--- src/rsm_regs.vh ---
// Register offsets, fields, reset values and timing counts for the
// run/stop mode controller. Assumes a 250 MHz system clock.
`ifndef RSM_REGS_VH
`define RSM_REGS_VH

// ----------------------------------------------------------------
// Register offsets (byte addresses)
// ----------------------------------------------------------------
`define RSM_CTRL_OFS      12'h000
`define RSM_STAT_OFS      12'h004
`define RSM_IRQ_STAT_OFS  12'h008
`define RSM_IRQ_MASK_OFS  12'h00c
`define RSM_PORT_OFS      12'h010

// ----------------------------------------------------------------
// Control fields
// ----------------------------------------------------------------
`define RSM_CTRL_SWMODE   0
`define RSM_CTRL_MEMPROT  1
`define RSM_CTRL_STOPREQ  2
`define RSM_CTRL_CLRFLT   3
`define RSM_CTRL_RESET    4'h1

// ----------------------------------------------------------------
// Port protocol codes
// ----------------------------------------------------------------
`define RSM_PROTO_PROG    2'h0
`define RSM_PROTO_REGACC  2'h1
`define RSM_PROTO_SIO     2'h2

// ----------------------------------------------------------------
// Interrupt bits
// ----------------------------------------------------------------
`define RSM_IRQ_RUN       0
`define RSM_IRQ_WINDOW    1
`define RSM_IRQ_RECOVER   2
`define RSM_IRQ_EXPIRE    3
`define RSM_IRQ_FATAL     4
`define RSM_IRQ_W         5

// ----------------------------------------------------------------
// Timing
// ----------------------------------------------------------------
`define RSM_CLK_MHZ       250
`define RSM_WINDOW_MS     5000
`define RSM_HOLD_MS       500
`define RSM_DEBOUNCE_US   10
`define RSM_BLINK_MS      250
`define RSM_WINDOW_CYC    (`RSM_WINDOW_MS * 1000 * `RSM_CLK_MHZ)
`define RSM_HOLD_CYC      (`RSM_HOLD_MS * 1000 * `RSM_CLK_MHZ)
`define RSM_DEBOUNCE_CYC  (`RSM_DEBOUNCE_US * `RSM_CLK_MHZ)
`define RSM_BLINK_CYC     (`RSM_BLINK_MS * 1000 * `RSM_CLK_MHZ)

`endif

--- src/rsm_mode_ctrl.v ---
// Run/stop mode controller with fatal-fault recovery window and
// serial port protocol selection, APB register slave.
// Assumes synchronous inputs on SYS_CLK, async active-low RST_B.
`timescale 1ns/1ps
`include "rsm_regs.vh"

module rsm_mode_ctrl #(
    parameter WINDOW_CYC   = `RSM_WINDOW_CYC,
    parameter HOLD_CYC     = `RSM_HOLD_CYC,
    parameter DEBOUNCE_CYC = `RSM_DEBOUNCE_CYC,
    parameter BLINK_CYC    = `RSM_BLINK_CYC
) (
    input  wire        SYS_CLK,      // System clock
    input  wire        RST_B,        // Async reset, active low
    input  wire        PSEL,         // APB select
    input  wire        PENABLE,      // APB enable
    input  wire        PWRITE,       // APB direction
    input  wire [11:0] PADDR,        // APB byte address
    input  wire [31:0] PWDATA,       // APB write data
    output reg  [31:0] PRDATA,       // APB read data
    output reg         PREADY,       // APB ready
    output reg         PSLVERR,      // APB error
    input  wire        SWITCH_RUN,   // Mode switch, high = Run
    input  wire        FATAL_FAULT,  // Fatal fault event pulse
    input  wire        MINOR_FAULT,  // Non-fatal fault event pulse
    input  wire        MEM_WR_REQ,   // Memory write/force request
    output reg         MEM_WR_OK,    // Memory write/force permitted
    input  wire [1:0]  PROG_NEED,    // Programmer protocol needed
    output reg  [1:0]  PORT1_PROTO,  // Active protocol, port 1
    output reg  [1:0]  PORT2_PROTO,  // Active protocol, port 2
    input  wire        P1_TX_INT,    // Port 1 transmit from core
    input  wire        P1_RTS_INT,   // Port 1 RTS from core
    output reg         P1_TXD,       // Port 1 transmit data
    output reg         P1_RTS,       // Port 1 request to send
    input  wire        P1_RXD,       // Port 1 receive data
    input  wire        P1_CTS,       // Port 1 clear to send
    output reg         P1_RX_INT,    // Port 1 receive to core
    output reg         P1_CTS_INT,   // Port 1 CTS to core
    output reg         RUN_MODE,     // Controller in Run
    output reg         RUN_LED,      // Run indicator
    output reg         FAULT_LED,    // Fault indicator
    output reg         IRQ           // Interrupt, active high
);

// ----------------------------------------------------------------
// States
// ----------------------------------------------------------------
localparam ST_STOP  = 2'h0;
localparam ST_RUN   = 2'h1;
localparam ST_FAULT = 2'h2;
localparam ST_WIN   = 2'h3;

localparam SQ_RUN1  = 2'h0;
localparam SQ_STOP  = 2'h1;
localparam SQ_DONE  = 2'h2;

// ----------------------------------------------------------------
// Registers
// ----------------------------------------------------------------
reg  [3:0]  ctrl;
reg  [5:0]  irq_stat;
reg  [5:0]  irq_mask;
reg  [3:0]  port_cfg;          // [1:0] port 1, [3:2] port 2
reg  [15:0] port_par;          // Serial parameters, kept on revert
reg  [1:0]  state;
reg  [1:0]  seq;
reg         minor_flt;
reg         fatal_flt;
reg         sw_s1;
reg         sw_s2;
reg         sw_db;
reg         sw_db_d;
reg  [31:0] db_cnt;
reg  [31:0] win_cnt;
reg  [31:0] hold_cnt;
reg  [31:0] blink_cnt;
reg         blink;
reg  [5:0]  ev;
reg  [31:0] rd_val;
wire [3:0]  next_proto;        // [1:0] port 1, [3:2] port 2

wire        apb_acc  = PSEL && PENABLE;
wire        apb_wr   = apb_acc && PWRITE;
wire        sw_rise  = sw_db && !sw_db_d;
wire        sw_fall  = !sw_db && sw_db_d;
wire        sw_en    = ctrl[`RSM_CTRL_SWMODE];
wire        clr_flt  = apb_wr && (PADDR == `RSM_CTRL_OFS)
                       && PWDATA[`RSM_CTRL_CLRFLT];
wire        hold_ok  = (hold_cnt >= HOLD_CYC - 1);
wire        win_end  = (win_cnt >= WINDOW_CYC - 1);
wire        running  = (state == ST_RUN);

// ----------------------------------------------------------------
// Switch synchroniser and debounce
// ----------------------------------------------------------------
always @(posedge SYS_CLK or negedge RST_B) begin
    if (!RST_B) begin
        sw_s1   <= 1'b0;
        sw_s2   <= 1'b0;
        sw_db   <= 1'b0;
        sw_db_d <= 1'b0;
        db_cnt  <= 32'h0000_0000;
    end else begin
        sw_s1   <= SWITCH_RUN;
        sw_s2   <= sw_s1;
        sw_db_d <= sw_db;
        if (sw_s2 == sw_db)
            db_cnt <= 32'h0000_0000;
        else if (db_cnt >= DEBOUNCE_CYC - 1) begin
            sw_db  <= sw_s2;
            db_cnt <= 32'h0000_0000;
        end else
            db_cnt <= db_cnt + 32'h0000_0001;
    end
end

// ----------------------------------------------------------------
// Mode state machine and recovery sequence
// ----------------------------------------------------------------
always @(posedge SYS_CLK or negedge RST_B) begin
    if (!RST_B) begin
        state     <= ST_STOP;
        seq       <= SQ_RUN1;
        win_cnt   <= 32'h0000_0000;
        hold_cnt  <= 32'h0000_0000;
        minor_flt <= 1'b0;
        fatal_flt <= 1'b0;
        ev        <= 6'h00;
    end else begin
        ev <= 6'h00;
        if (sw_rise || sw_fall)
            hold_cnt <= 32'h0000_0000;
        else if (!hold_ok)
            hold_cnt <= hold_cnt + 32'h0000_0001;
        if (MINOR_FAULT)
            minor_flt <= 1'b1;
        else if (clr_flt)
            minor_flt <= 1'b0;
        if (FATAL_FAULT) begin
            fatal_flt <= 1'b1;
            state     <= ST_FAULT;
            ev[`RSM_IRQ_FATAL] <= 1'b1;
        end else begin
            if (clr_flt)
                fatal_flt <= 1'b0;
            case (state)
                ST_STOP: begin
                    if (sw_en && sw_rise) begin
                        state <= ST_RUN;
                        ev[`RSM_IRQ_RUN] <= 1'b1;
                    end
                end
                ST_RUN: begin
                    if ((sw_en && sw_fall) || ctrl[`RSM_CTRL_STOPREQ])
                        state <= ST_STOP;
                end
                ST_FAULT: begin
                    if (!fatal_flt)
                        state <= ST_STOP;
                    else if (sw_en && sw_rise) begin
                        state   <= ST_WIN;
                        seq     <= SQ_RUN1;
                        win_cnt <= 32'h0000_0000;
                        ev[`RSM_IRQ_WINDOW] <= 1'b1;
                    end
                end
                ST_WIN: begin
                    win_cnt <= win_cnt + 32'h0000_0001;
                    case (seq)
                        SQ_RUN1: begin
                            if (sw_fall)
                                seq <= hold_ok ? SQ_STOP : SQ_RUN1;
                        end
                        SQ_STOP: begin
                            if (sw_rise)
                                seq <= hold_ok ? SQ_DONE : SQ_RUN1;
                        end
                        default: seq <= SQ_RUN1;
                    endcase
                    if (seq == SQ_DONE) begin
                        fatal_flt <= 1'b0;
                        minor_flt <= 1'b0;
                        state     <= ST_RUN;
                        ev[`RSM_IRQ_RECOVER] <= 1'b1;
                    end else if (win_end) begin
                        state <= ST_FAULT;
                        ev[`RSM_IRQ_EXPIRE] <= 1'b1;
                    end
                end
                default: state <= ST_STOP;
            endcase
        end
    end
end

// ----------------------------------------------------------------
// Blink divider
// ----------------------------------------------------------------
always @(posedge SYS_CLK or negedge RST_B) begin
    if (!RST_B) begin
        blink_cnt <= 32'h0000_0000;
        blink     <= 1'b0;
    end else if (blink_cnt >= BLINK_CYC - 1) begin
        blink_cnt <= 32'h0000_0000;
        blink     <= !blink;
    end else
        blink_cnt <= blink_cnt + 32'h0000_0001;
end

// ----------------------------------------------------------------
// Port protocol selection
// ----------------------------------------------------------------
genvar gi;
generate
    for (gi = 0; gi < 2; gi = gi + 1) begin : g_port
        wire [1:0] cfg_sel = port_cfg[2*gi +: 2];
        assign next_proto[2*gi +: 2] =
            (cfg_sel == `RSM_PROTO_REGACC && !PROG_NEED[gi])
                ? `RSM_PROTO_REGACC
                : (cfg_sel == `RSM_PROTO_SIO && running)
                ? `RSM_PROTO_SIO
                : `RSM_PROTO_PROG;
    end
endgenerate

// ----------------------------------------------------------------
// Outputs
// ----------------------------------------------------------------
always @(posedge SYS_CLK or negedge RST_B) begin
    if (!RST_B) begin
        RUN_MODE    <= 1'b0;
        RUN_LED     <= 1'b0;
        FAULT_LED   <= 1'b0;
        MEM_WR_OK   <= 1'b0;
        PORT1_PROTO <= `RSM_PROTO_PROG;
        PORT2_PROTO <= `RSM_PROTO_PROG;
        P1_TXD      <= 1'b1;
        P1_RTS      <= 1'b0;
        P1_RX_INT   <= 1'b1;
        P1_CTS_INT  <= 1'b0;
        IRQ         <= 1'b0;
    end else begin
        RUN_MODE    <= running;
        RUN_LED     <= running || (state == ST_WIN && blink);
        FAULT_LED   <= fatal_flt;
        MEM_WR_OK   <= MEM_WR_REQ
                       && !(ctrl[`RSM_CTRL_MEMPROT] && !sw_db);
        PORT1_PROTO <= next_proto[1:0];
        PORT2_PROTO <= next_proto[3:2];
        P1_TXD      <= P1_TX_INT;
        P1_RTS      <= P1_RTS_INT;
        P1_RX_INT   <= P1_RXD;
        P1_CTS_INT  <= P1_CTS;
        IRQ         <= |(irq_stat & irq_mask);
    end
end

// ----------------------------------------------------------------
// APB slave
// ----------------------------------------------------------------
always @* begin
    rd_val = 32'h0000_0000;
    case (PADDR)
        `RSM_CTRL_OFS:     rd_val = {28'h0, ctrl};
        `RSM_STAT_OFS:     rd_val = {21'h0, PORT2_PROTO, PORT1_PROTO,
                                     sw_db, minor_flt, fatal_flt,
                                     seq, state};
        `RSM_IRQ_STAT_OFS: rd_val = {26'h0, irq_stat};
        `RSM_IRQ_MASK_OFS: rd_val = {26'h0, irq_mask};
        `RSM_PORT_OFS:     rd_val = {port_par, 12'h0, port_cfg};
        default:           rd_val = 32'h0000_0000;
    endcase
end

always @(posedge SYS_CLK or negedge RST_B) begin
    if (!RST_B) begin
        ctrl     <= `RSM_CTRL_RESET;
        irq_stat <= 6'h00;
        irq_mask <= 6'h00;
        port_cfg <= 4'h0;
        port_par <= 16'h0000;
        PRDATA   <= 32'h0000_0000;
        PREADY   <= 1'b0;
        PSLVERR  <= 1'b0;
    end else begin
        PREADY  <= PSEL && !PENABLE;
        PSLVERR <= 1'b0;
        if (PSEL && !PENABLE) begin
            PRDATA  <= rd_val;
            PSLVERR <= (PADDR > `RSM_PORT_OFS) || (PADDR[1:0] != 2'h0);
        end
        if (apb_wr && PREADY) begin
            case (PADDR)
                `RSM_CTRL_OFS:     ctrl <= PWDATA[3:0] & 4'h7;
                `RSM_IRQ_MASK_OFS: irq_mask <= PWDATA[5:0];
                `RSM_PORT_OFS: begin
                    port_cfg <= PWDATA[3:0];
                    port_par <= PWDATA[31:16];
                end
                default: ;
            endcase
        end
        irq_stat <= (apb_wr && PREADY && PADDR == `RSM_IRQ_STAT_OFS)
                    ? ((irq_stat & ~PWDATA[5:0]) | ev) : (irq_stat | ev);
    end
end

endmodule // rsm_mode_ctrl

--- config.mk ---
export PLATFORM = sky130hd
export DESIGN_NAME = rsm_mode_ctrl
export DESIGN_NICKNAME = d
export VERILOG_FILES = /design/src/rsm_mode_ctrl.v
export VERILOG_INCLUDE_DIRS = /design/src
export SDC_FILE = /design/constraint.sdc
export NUM_CORES = 1
export LEC_CHECK = 0
export BUFFER_PORTS_ARGS = -buffer_cell sky130_fd_sc_hd__buf_2
export CAP_MARGIN = 20
export CORE_ASPECT_RATIO = 2
export CORE_UTILIZATION = 58
export CTS_CLUSTER_DIAMETER = 40
export CTS_CLUSTER_SIZE = 30
export DETAILED_ROUTE_END_ITERATION = 6
export MAX_ROUTING_LAYER = met4
export PLACE_DENSITY_LB_ADDON = 0.08
export SLEW_MARGIN = 20
export SYNTH_ARGS = -nofsm -noshare
export SYNTH_HDL_FRONTEND = slang
export SYNTH_SLANG_ARGS = --single-unit
export TNS_END_PERCENT = 100
--- constraint.sdc ---
create_clock -name SYS_CLK -period 3 [get_ports SYS_CLK]
set_input_delay 0.15 -clock SYS_CLK [delete_from_list [all_inputs] [get_ports SYS_CLK]]
set_output_delay 0.15 -clock SYS_CLK [all_outputs]
set_load 0.02 [all_outputs]
# [After elaboration in Yosys (flattened, before gate mapping)]
# Index checks and enable logic that the tools add are counted.
[op_classes] add_sub_neg=4 magnitude_cmp=5 n_eq_ne=23 muxes=50 bitwise=7 n_reduce_logical=42
[ops] op="32-bit 2-to-1 mux" count=7
[ops] op="32-bit one-hot mux with 5 select lines" count=1
[ops] op="32-bit by 1-bit adder with 32-bit output (second input constant)" count=4
[ops] op="32-bit one-hot mux with 2 select lines" count=1
[ops] op="2-bit 2-to-1 mux" count=17
[ops] op="32-bit by 12-bit >= comparator with 1-bit output (second input constant)" count=1
[ops] op="32-bit by 26-bit >= comparator with 1-bit output (second input constant)" count=1
[ops] op="32-bit by 27-bit >= comparator with 1-bit output (second input constant)" count=1
[ops] op="32-bit by 31-bit >= comparator with 1-bit output (second input constant)" count=1
[ops] op="12-bit by 4-bit == test with 1-bit output (second input constant)" count=2
[ops] op="1-bit 2-to-1 mux" count=19
[ops] op="1-bit logical AND" count=18
[ops] op="6-bit AND" count=2
[ops] op="12-bit by 3-bit == test with 1-bit output (second input constant)" count=1
[ops] op="12-bit by 5-bit == test with 1-bit output (second input constant)" count=1
[ops] op="12-bit by 5-bit > comparator with 1-bit output (second input constant)" count=1
[ops] op="12-bit zero test" count=1
[ops] op="6-bit by 5-bit OR with 6-bit output" count=2
[ops] op="2-bit == test (second input constant)" count=5
[ops] op="3-bit inequality test (second input constant)" count=3
[ops] op="2-bit by 1-bit == test with 1-bit output (second input constant)" count=4
[ops] op="4-bit inequality test (second input constant)" count=2
[ops] op="2-bit one-hot mux with 2 select lines" count=2
[ops] op="2-bit one-hot mux with 4 select lines" count=1
[ops] op="other kinds (16)" count=33
[word_totals] register_bits=226 in_bits=59 output_inout_bits=47 elab_cells=164

# [Longest topological paths before layout]
# Gate-level depths: netlist of the first run.
[logic_depth] depth_word=9 ltp_mapped=9 depth_no_buf=8

# [Worst setup path after synthesis of the first run]
# OpenSTA, ideal clock, no wires.
[synth_timing] path_type="register to register" startpoint="register hold_cnt[0]" endpoint="register hold_cnt[25]" setup_time_ns=0.078 arrival_ns=2.154 required_ns=2.922 setup_slack_ns=0.768 path_stages_with_launch=9 path_buffers=1 period_less_slack_ns=2.232 path_cell_list="dfrtp_1 -> ha_1 -> and3_1 -> and3_1 -> buf_1 -> o211ai_2 -> nand3_2 -> or3_1 -> a21boi_1"
[synth_via] elab_chain_len=3 elab_cells_between_ends=5 cone_classes="add/sub (1); order compare (1); eq/ne (1); mux (2)"
[synth_rtl] item="start: declaration" line="rsm_mode_ctrl.v:75" rtl="reg [31:0] hold_cnt;"
[synth_rtl] item="start signal: assignment" line="rsm_mode_ctrl.v:134" rtl="hold_cnt <= hold_cnt + 32'h0000_0001;"
[synth_rtl] item="32-bit by 1-bit adder with 32-bit output" line="rsm_mode_ctrl.v:134"
[synth_rtl] item="32-bit 2-to-1 mux" line="rsm_mode_ctrl.v:133" rtl="else if (!hold_ok)"
[synth_rtl] item="32-bit 2-to-1 mux" line="rsm_mode_ctrl.v:131" rtl="if (sw_rise || sw_fall)"
# Several ways; a longest one is shown, not always the timed one. The select of a mux whose other input is x is not followed.
# A chain may end at the register's enable or synchronous reset.

# [Worst setup path after layout of the first run]
# Same ends and word-level chain as after synthesis.

==> qor.csv, run 1 <==
metric,value,unit
crit_path_end_kind,flop,
synthSimpleGateAreaFrac,21.13,%
hold_viol_final,0,
worstSetupStartpointType,flop,
synth_compound_area_share,6.872,%
num_rows,66,
fin_nets,1101,
clock_skew,21.29,ps
synthTopCellsByArea,"dfrtp_1 57%, nand2_1 3.8%, nor2_1 3.8%",
worstSetupPathType,reg -> reg,
peakVddDrop,638.2,uV
async_reset_ff_share,100.0,%
hold_buffers,36,
routabilityCongestion,0.8342,
via_per_inst,5.465,
total_leakage_power,0.005354,uW
root_buffer,clkbuf_16,
cts.sinks,221,
cts_made_buffers,15,
synth_top_area_cell,dfrtp_1,
fill_cells,1274,
totalWireLength,19470,um
synth-edff-count,0,
drcViolationCount,0,
grt_pass1_vias,6848,
cts_tree,built,
clk_path_buf_depth,3,
ys_warn_count,0,
clk_latency,480,ps
final_common_cell,dfrtp_1,
p_clk_share,39.5,%
startpoint,hold_cnt[0]$_DFFE_PN0P_,
tns,0,ps
grt_overflow_total,0,
n_antenna_cell,0,
crit_top_cell,and3_1,
routedWlPerCell,15.60,um
critPathSlowestCell,o211ai_2,
yosys.area.top_type_share,56.96,%
rr_startpoint,hold_cnt[0]$_DFFE_PN0P_,
seq_area_frac_synth,57.79,%
synth_cell_types,60,
status,finished clean,
postCtsSetupBuffers,0,
die_w,92.86,um
synth_top_family_by_area,simple AND/OR/NAND/NOR gates,
power.internal,4209,uW
post_cts_resized,0,
tightest_slew,749.5,ps
initial_core_util,59.17,%
cts.clk_slew.worst_paths,90,ps
comb_power_share,4.9,%
setup_viol,0,
drtIter0Drc,327,
crit_fanout,9,
worstPathCellList,"ha_1, and3_1, and3_1, o211ai_2, nand3_2, or3_1, a21boi_1",
htree_levels,1,
drtPass1Iterations,4,
seq_power_share,55.7,%
io_buffers,90,
dp_hpwl,13300,um
crit_required,3410,ps
fin_crit_sh,81.06,%
antenna_found_initial,0,
fp.dieArea,17060,um2
final_cell_mix,"218 x dfrtp_1, 96 x nand2_1, 96 x nor2_1",
min-delay-start,PADDR[2],
core_area,16190,um2
syn_avg_cell_area,10.87,um2
p_sw_share,23.22,%
via_count,6820,
yosys_most_used_dff,dfrtp_1,
syn_area,9577,um2
min_period,2432,ps
powerDensity,486.5,nW/um2
min_path_type,in -> reg,
rsz0062_at_grt,no,
maxSlewHeadroom,49.98,%
drv_slew,0,
grt_pass1_wl,32440,um
switchingPower,1273,uW
place_ws,584.8,ps
drv_cap,0,
fp.dieH,183.7,um
crit_path_max_incr_delay,430,ps
synthMuxAreaShare,4.481,%
grt_max_degree,90,
arrival,2840,ps
worst_slack,568.2,ps
antenna_left,0,
grt_util_all_layers,24.50,%
synth-xor-area-share,6.768,%
areaGrowthSynthToFinish,17.66,%
io_pins,106,
ys_ff_latch,221,
fmax,411.2,MHz
drive_above_1_share,15.80,%
synth_fa_ha_area_share,0.7839,%
netlist_instances,881,
-- Yosys cell counts, drive strengths merged (4+ instances only) --
cell / instances
a21boi: 9
a21o: 6
a21oi: 14
a221oi: 4
a31oi: 4
and2: 23
and3: 20
and4: 4
buf: 13
clkbuf: 21
dfrtp: 218
ha: 6
inv: 14
mux2: 29
mux2i: 8
nand2: 96
nand2b: 8
nand3: 59
nand4: 27
nor2: 96
nor2b: 10
nor3: 9
nor3b: 4
nor4: 16
o211ai: 6
o21ai: 30
o31ai: 8
or3: 11
or4: 6
xnor2: 33
xor2: 41
-- worst max-delay path: cells and delay by family (launching register included) --
| family | cells | cell delay, ps |
|---|---|---|
| compound gates | 2 | 580 |
| simple gates | 4 | 1150 |
| flops | 1 | 420 |
| fa+ha+maj | 1 | 230 |
-- final cells by class --
type	instances	area (um2)	area share, %
clock buffer	16	389.1	3.453
sequential	221	5534	49.11
inverter	14	52.55	0.4664
multi-input combinational	642	3959	35.13
timing repair buffer	142	953.4	8.461
tap	204	255.2	2.265
clock inverter	9	125.1	1.110
-- final timing paths --
kind | cells past startpoint | slack, ps | to
max reg2reg | 7 | 570 | hold_cnt[25]$_DFFE_PN0P_
min | 5 | 240 | PRDATA[4]$_DFFE_PN0P_
min in group asynchronous | 2 | 250 | port_par[8]$_DFFE_PN0P_
max in group asynchronous | 3 | 1860 | P1_TXD$_DFF_PN1_
max | 7 | 570 | hold_cnt[25]$_DFFE_PN0P_
min reg2reg | 0 | 360 | sw_s2$_DFF_PN0_
-- kinds of logic after synthesis --
group	after synthesis
mux	37
buf+inv	48
compound gates	97
flops	221
simple gates	397
fa+ha+maj	6
other cells	1
xor+xnor	74
-- stage by stage --
stage          hold WS [ps]  instance area [um2]  power, uW  std cells  utilization [%]
2_1_floorplan        -145.6                 9689       3210        911                -
3_3_place_gp          201.9                10390       3339       1187            64.22
3_5_place_dp          203.0                10390       3345       1187            64.22
4_1_cts               227.1                11270       5540       1248            69.62
5_1_grt               260.7                11270       5679       1248            69.62
6_report              242.1                11270       5482       1248            69.62
-- state kept, by name, summed over array words and instances, names as in the netlist, 2 cells and up --
name	flops
blink_cnt	32
irq_stat	6
PORT2_PROTO	2
ev	5
db_cnt	32
seq	2
win_cnt	32
PORT1_PROTO	2
hold_cnt	32
ctrl	3
PRDATA	27
port_cfg	4
irq_mask	6
state	2
port_par	16
-- metal layers --
| metal | GRT usage, % | wire length, um | vias to the layer above |
|---|---|---|---|
| li1 | - | - | 3313 |
| met4 | 7.692 | 512 | 0 |
| met5 | - | 0 | - |
| met1 | 26.23 | 7504 | 3349 |
| met2 | 46.85 | 10900 | 122 |
| met3 | 1.820 | 556 | 36 |
-- power by group through the flow --
stage	Clock, uW	Sequential (uW)	Combinational [uW]
floorplan	0	3110	96.8
global placement	0	3110	231
detailed placement	0	3110	235
CTS	2220	3050	271
global route	2320	3060	301
finish	2160	3050	267
Note: power is estimated with default switching activity, not from simulation.
==> run 2, diff against run 1 <==
- clock period: 3 -> 2.3 ns (I/O delays scaled with it)
==> run 2 against run 1 <==
  * Final cell count up 1.8%
  * Utilization up 1.3 points
  * Sequential power up 30%
  * Die area unchanged
  * Wire length up 2.2%
  * Design area up 1.9%
  * Hold slack worse by 220 ps
  * Largest cell class unchanged
  * Non-clock buffer count up 22
  * Largest power group unchanged
==> qor.csv, run 2 (synthesized netlist as in run 1, its figures left out) <==
metric,value,unit
status,finished clean,
drv_slew,0,
finish.utilization,70.91,%
rsz0062_at_grt,no,
grt_overflow_total,0,
rr_worst_depth,6,
worstSetupStartpointType,flop,
hold_ws,20.08,ps
drive_above_1_share,17.99,%
cts_tree,built,
total_leakage_power,0.005470,uW
worstSetupPathType,reg -> reg,
grt_max_degree,77,
fmax,451.8,MHz
met1_usage,26.79,%
final_cell_mix,"218 x dfrtp_1, 96 x nor2_1, 95 x nand2_1",
core_area,16190,um2
min_path_type,in -> reg,
hold_viol_final,0,
antenna_left,0,
tns,0,ps
crit_path_end_kind,flop,
drcViolationCount,0,
min-delay-start,PADDR[2],
num_rows,66,
die_w,92.86,um
setup_viol,0,
dp_hpwl,13970,um
place_ws,22.16,ps
worst_slack,86.70,ps
clk_path_buf_depth,3,
grt.met2_usage,47.38,%
clock_skew,24.78,ps
initial_core_util,59.17,%
rr_startpoint,hold_cnt[30]$_DFFE_PN0P_,
fill_cells,1264,
io_pins,106,
r2r_setup_slack,90,ps
fp.dieArea,17060,um2
routedWlPerCell,15.66,um
cts.clk_slew.worst_paths,80,ps
hold_end,PSLVERR$_DFF_PN0_,
routabilityCongestion,0.8550,
antenna_found_initial,0,
grt_pass1_vias,7174,
crit_fanout,9,
via_per_inst,5.478,
io_buffers,90,
root_buffer,clkbuf_16,
cts.sinks,221,
min_period,2213,ps
startpoint,hold_cnt[30]$_DFFE_PN0P_,
cts_made_buffers,15,
htree_levels,1,
clk_latency,490,ps
postCtsSetupBuffers,0,
grt_util_all_layers,25.16,%
grt-busiest-layer,met2,
n_antenna_cell,0,
via_count,6962,
worstHoldPathCells,3,
powerDensity,618.5,nW/um2
drv_cap,0,
areaGrowthSynthToFinish,19.85,%
fin_crit_sh,96.23,%
grt_pass1_wl,33600,um
arrival,2610,ps
drtIter0Drc,292,
fin_nets,1123,
final_common_cell,dfrtp_1,
grtUsageMet3,2.192,%
peakVddDrop,756.5,uV
r2r-end,hold_cnt[15]$_DFFE_PN0P_,
crit_required,2700,ps
drtPass1Iterations,4,
maxSlewHeadroom,58.70,%
totalWireLength,19900,um
fp.dieH,183.7,um
tightest_slew,613.8,ps
## run 2: changes by cell type in the layout (fill, tap and decap cells not counted), moves of 2 or more
| cell | previous run | this run |
|---|---|---|
| buf_12 | 1 | 3 |
| buf_4 | 15 | 34 |
| clkinv_8 | 3 | 1 |
| inv_6 | 1 | 3 |
## run 2: worst max-delay path, cell delays in order (launching register included)
cell	delay [ps]
dfrtp_1	380
or4_1	580
a2111oi_4	350
buf_6	190
nand3_2	120
or3_1	370
a21boi_1	140
## run 2: how the worst max path moves through the flow
stage,end,slack (ps)
3_3_place_gp,hold_cnt[0]$_DFFE_PN0P_,90
5_1_grt,blink_cnt[0]$_DFF_PN0_,3
6_report,hold_cnt[15]$_DFFE_PN0P_,90
2_1_floorplan,hold_cnt[25]$_DFFE_PN0P_,70
3_5_place_dp,hold_cnt[0]$_DFFE_PN0P_,20
4_1_cts,hold_cnt[15]$_DFFE_PN0P_,8
## run 2: area by class of cell
type,instances,area [um2],share of cell area [%]
clock buffer,17,392.9,3.423
tap,204,255.2,2.224
multi-input combinational,642,3995,34.81
sequential,221,5534,48.22
timing repair buffer,164,1147,9.997
inverter,14,52.55,0.4579
clock inverter,9,100.1,0.8721
## run 2: per-stage QoR
stage	cell area (um2)	instances	power, uW
floorplan	9689	911	4187
global placement	10580	1209	4362
detailed placement	10580	1209	4370
CTS	11440	1271	7162
global route	11480	1271	7331
finish	11480	1271	7098
## run 2: where the power goes
group          switching, uW  total, uW  internal [uW]
logic                    217        356            139
clock network           1440       2760           1320
registers               35.3       3980           3950
## run 2: metal layers
layer  part of all wire, %  routed length, um  vias to the layer above
met4                   3.3                647                        0
li1                      -                  -                     3360
met2                    57              11270                      120
met3                   2.8                554                       46
met1                    37               7429                     3436
met5                     0                  0                        -
## run 2: repair_timing
item	CTS	global route
hold buffers	36	0
hold endpoints to repair	122	0
resized for setup	1	7
setup endpoints to repair	1	18
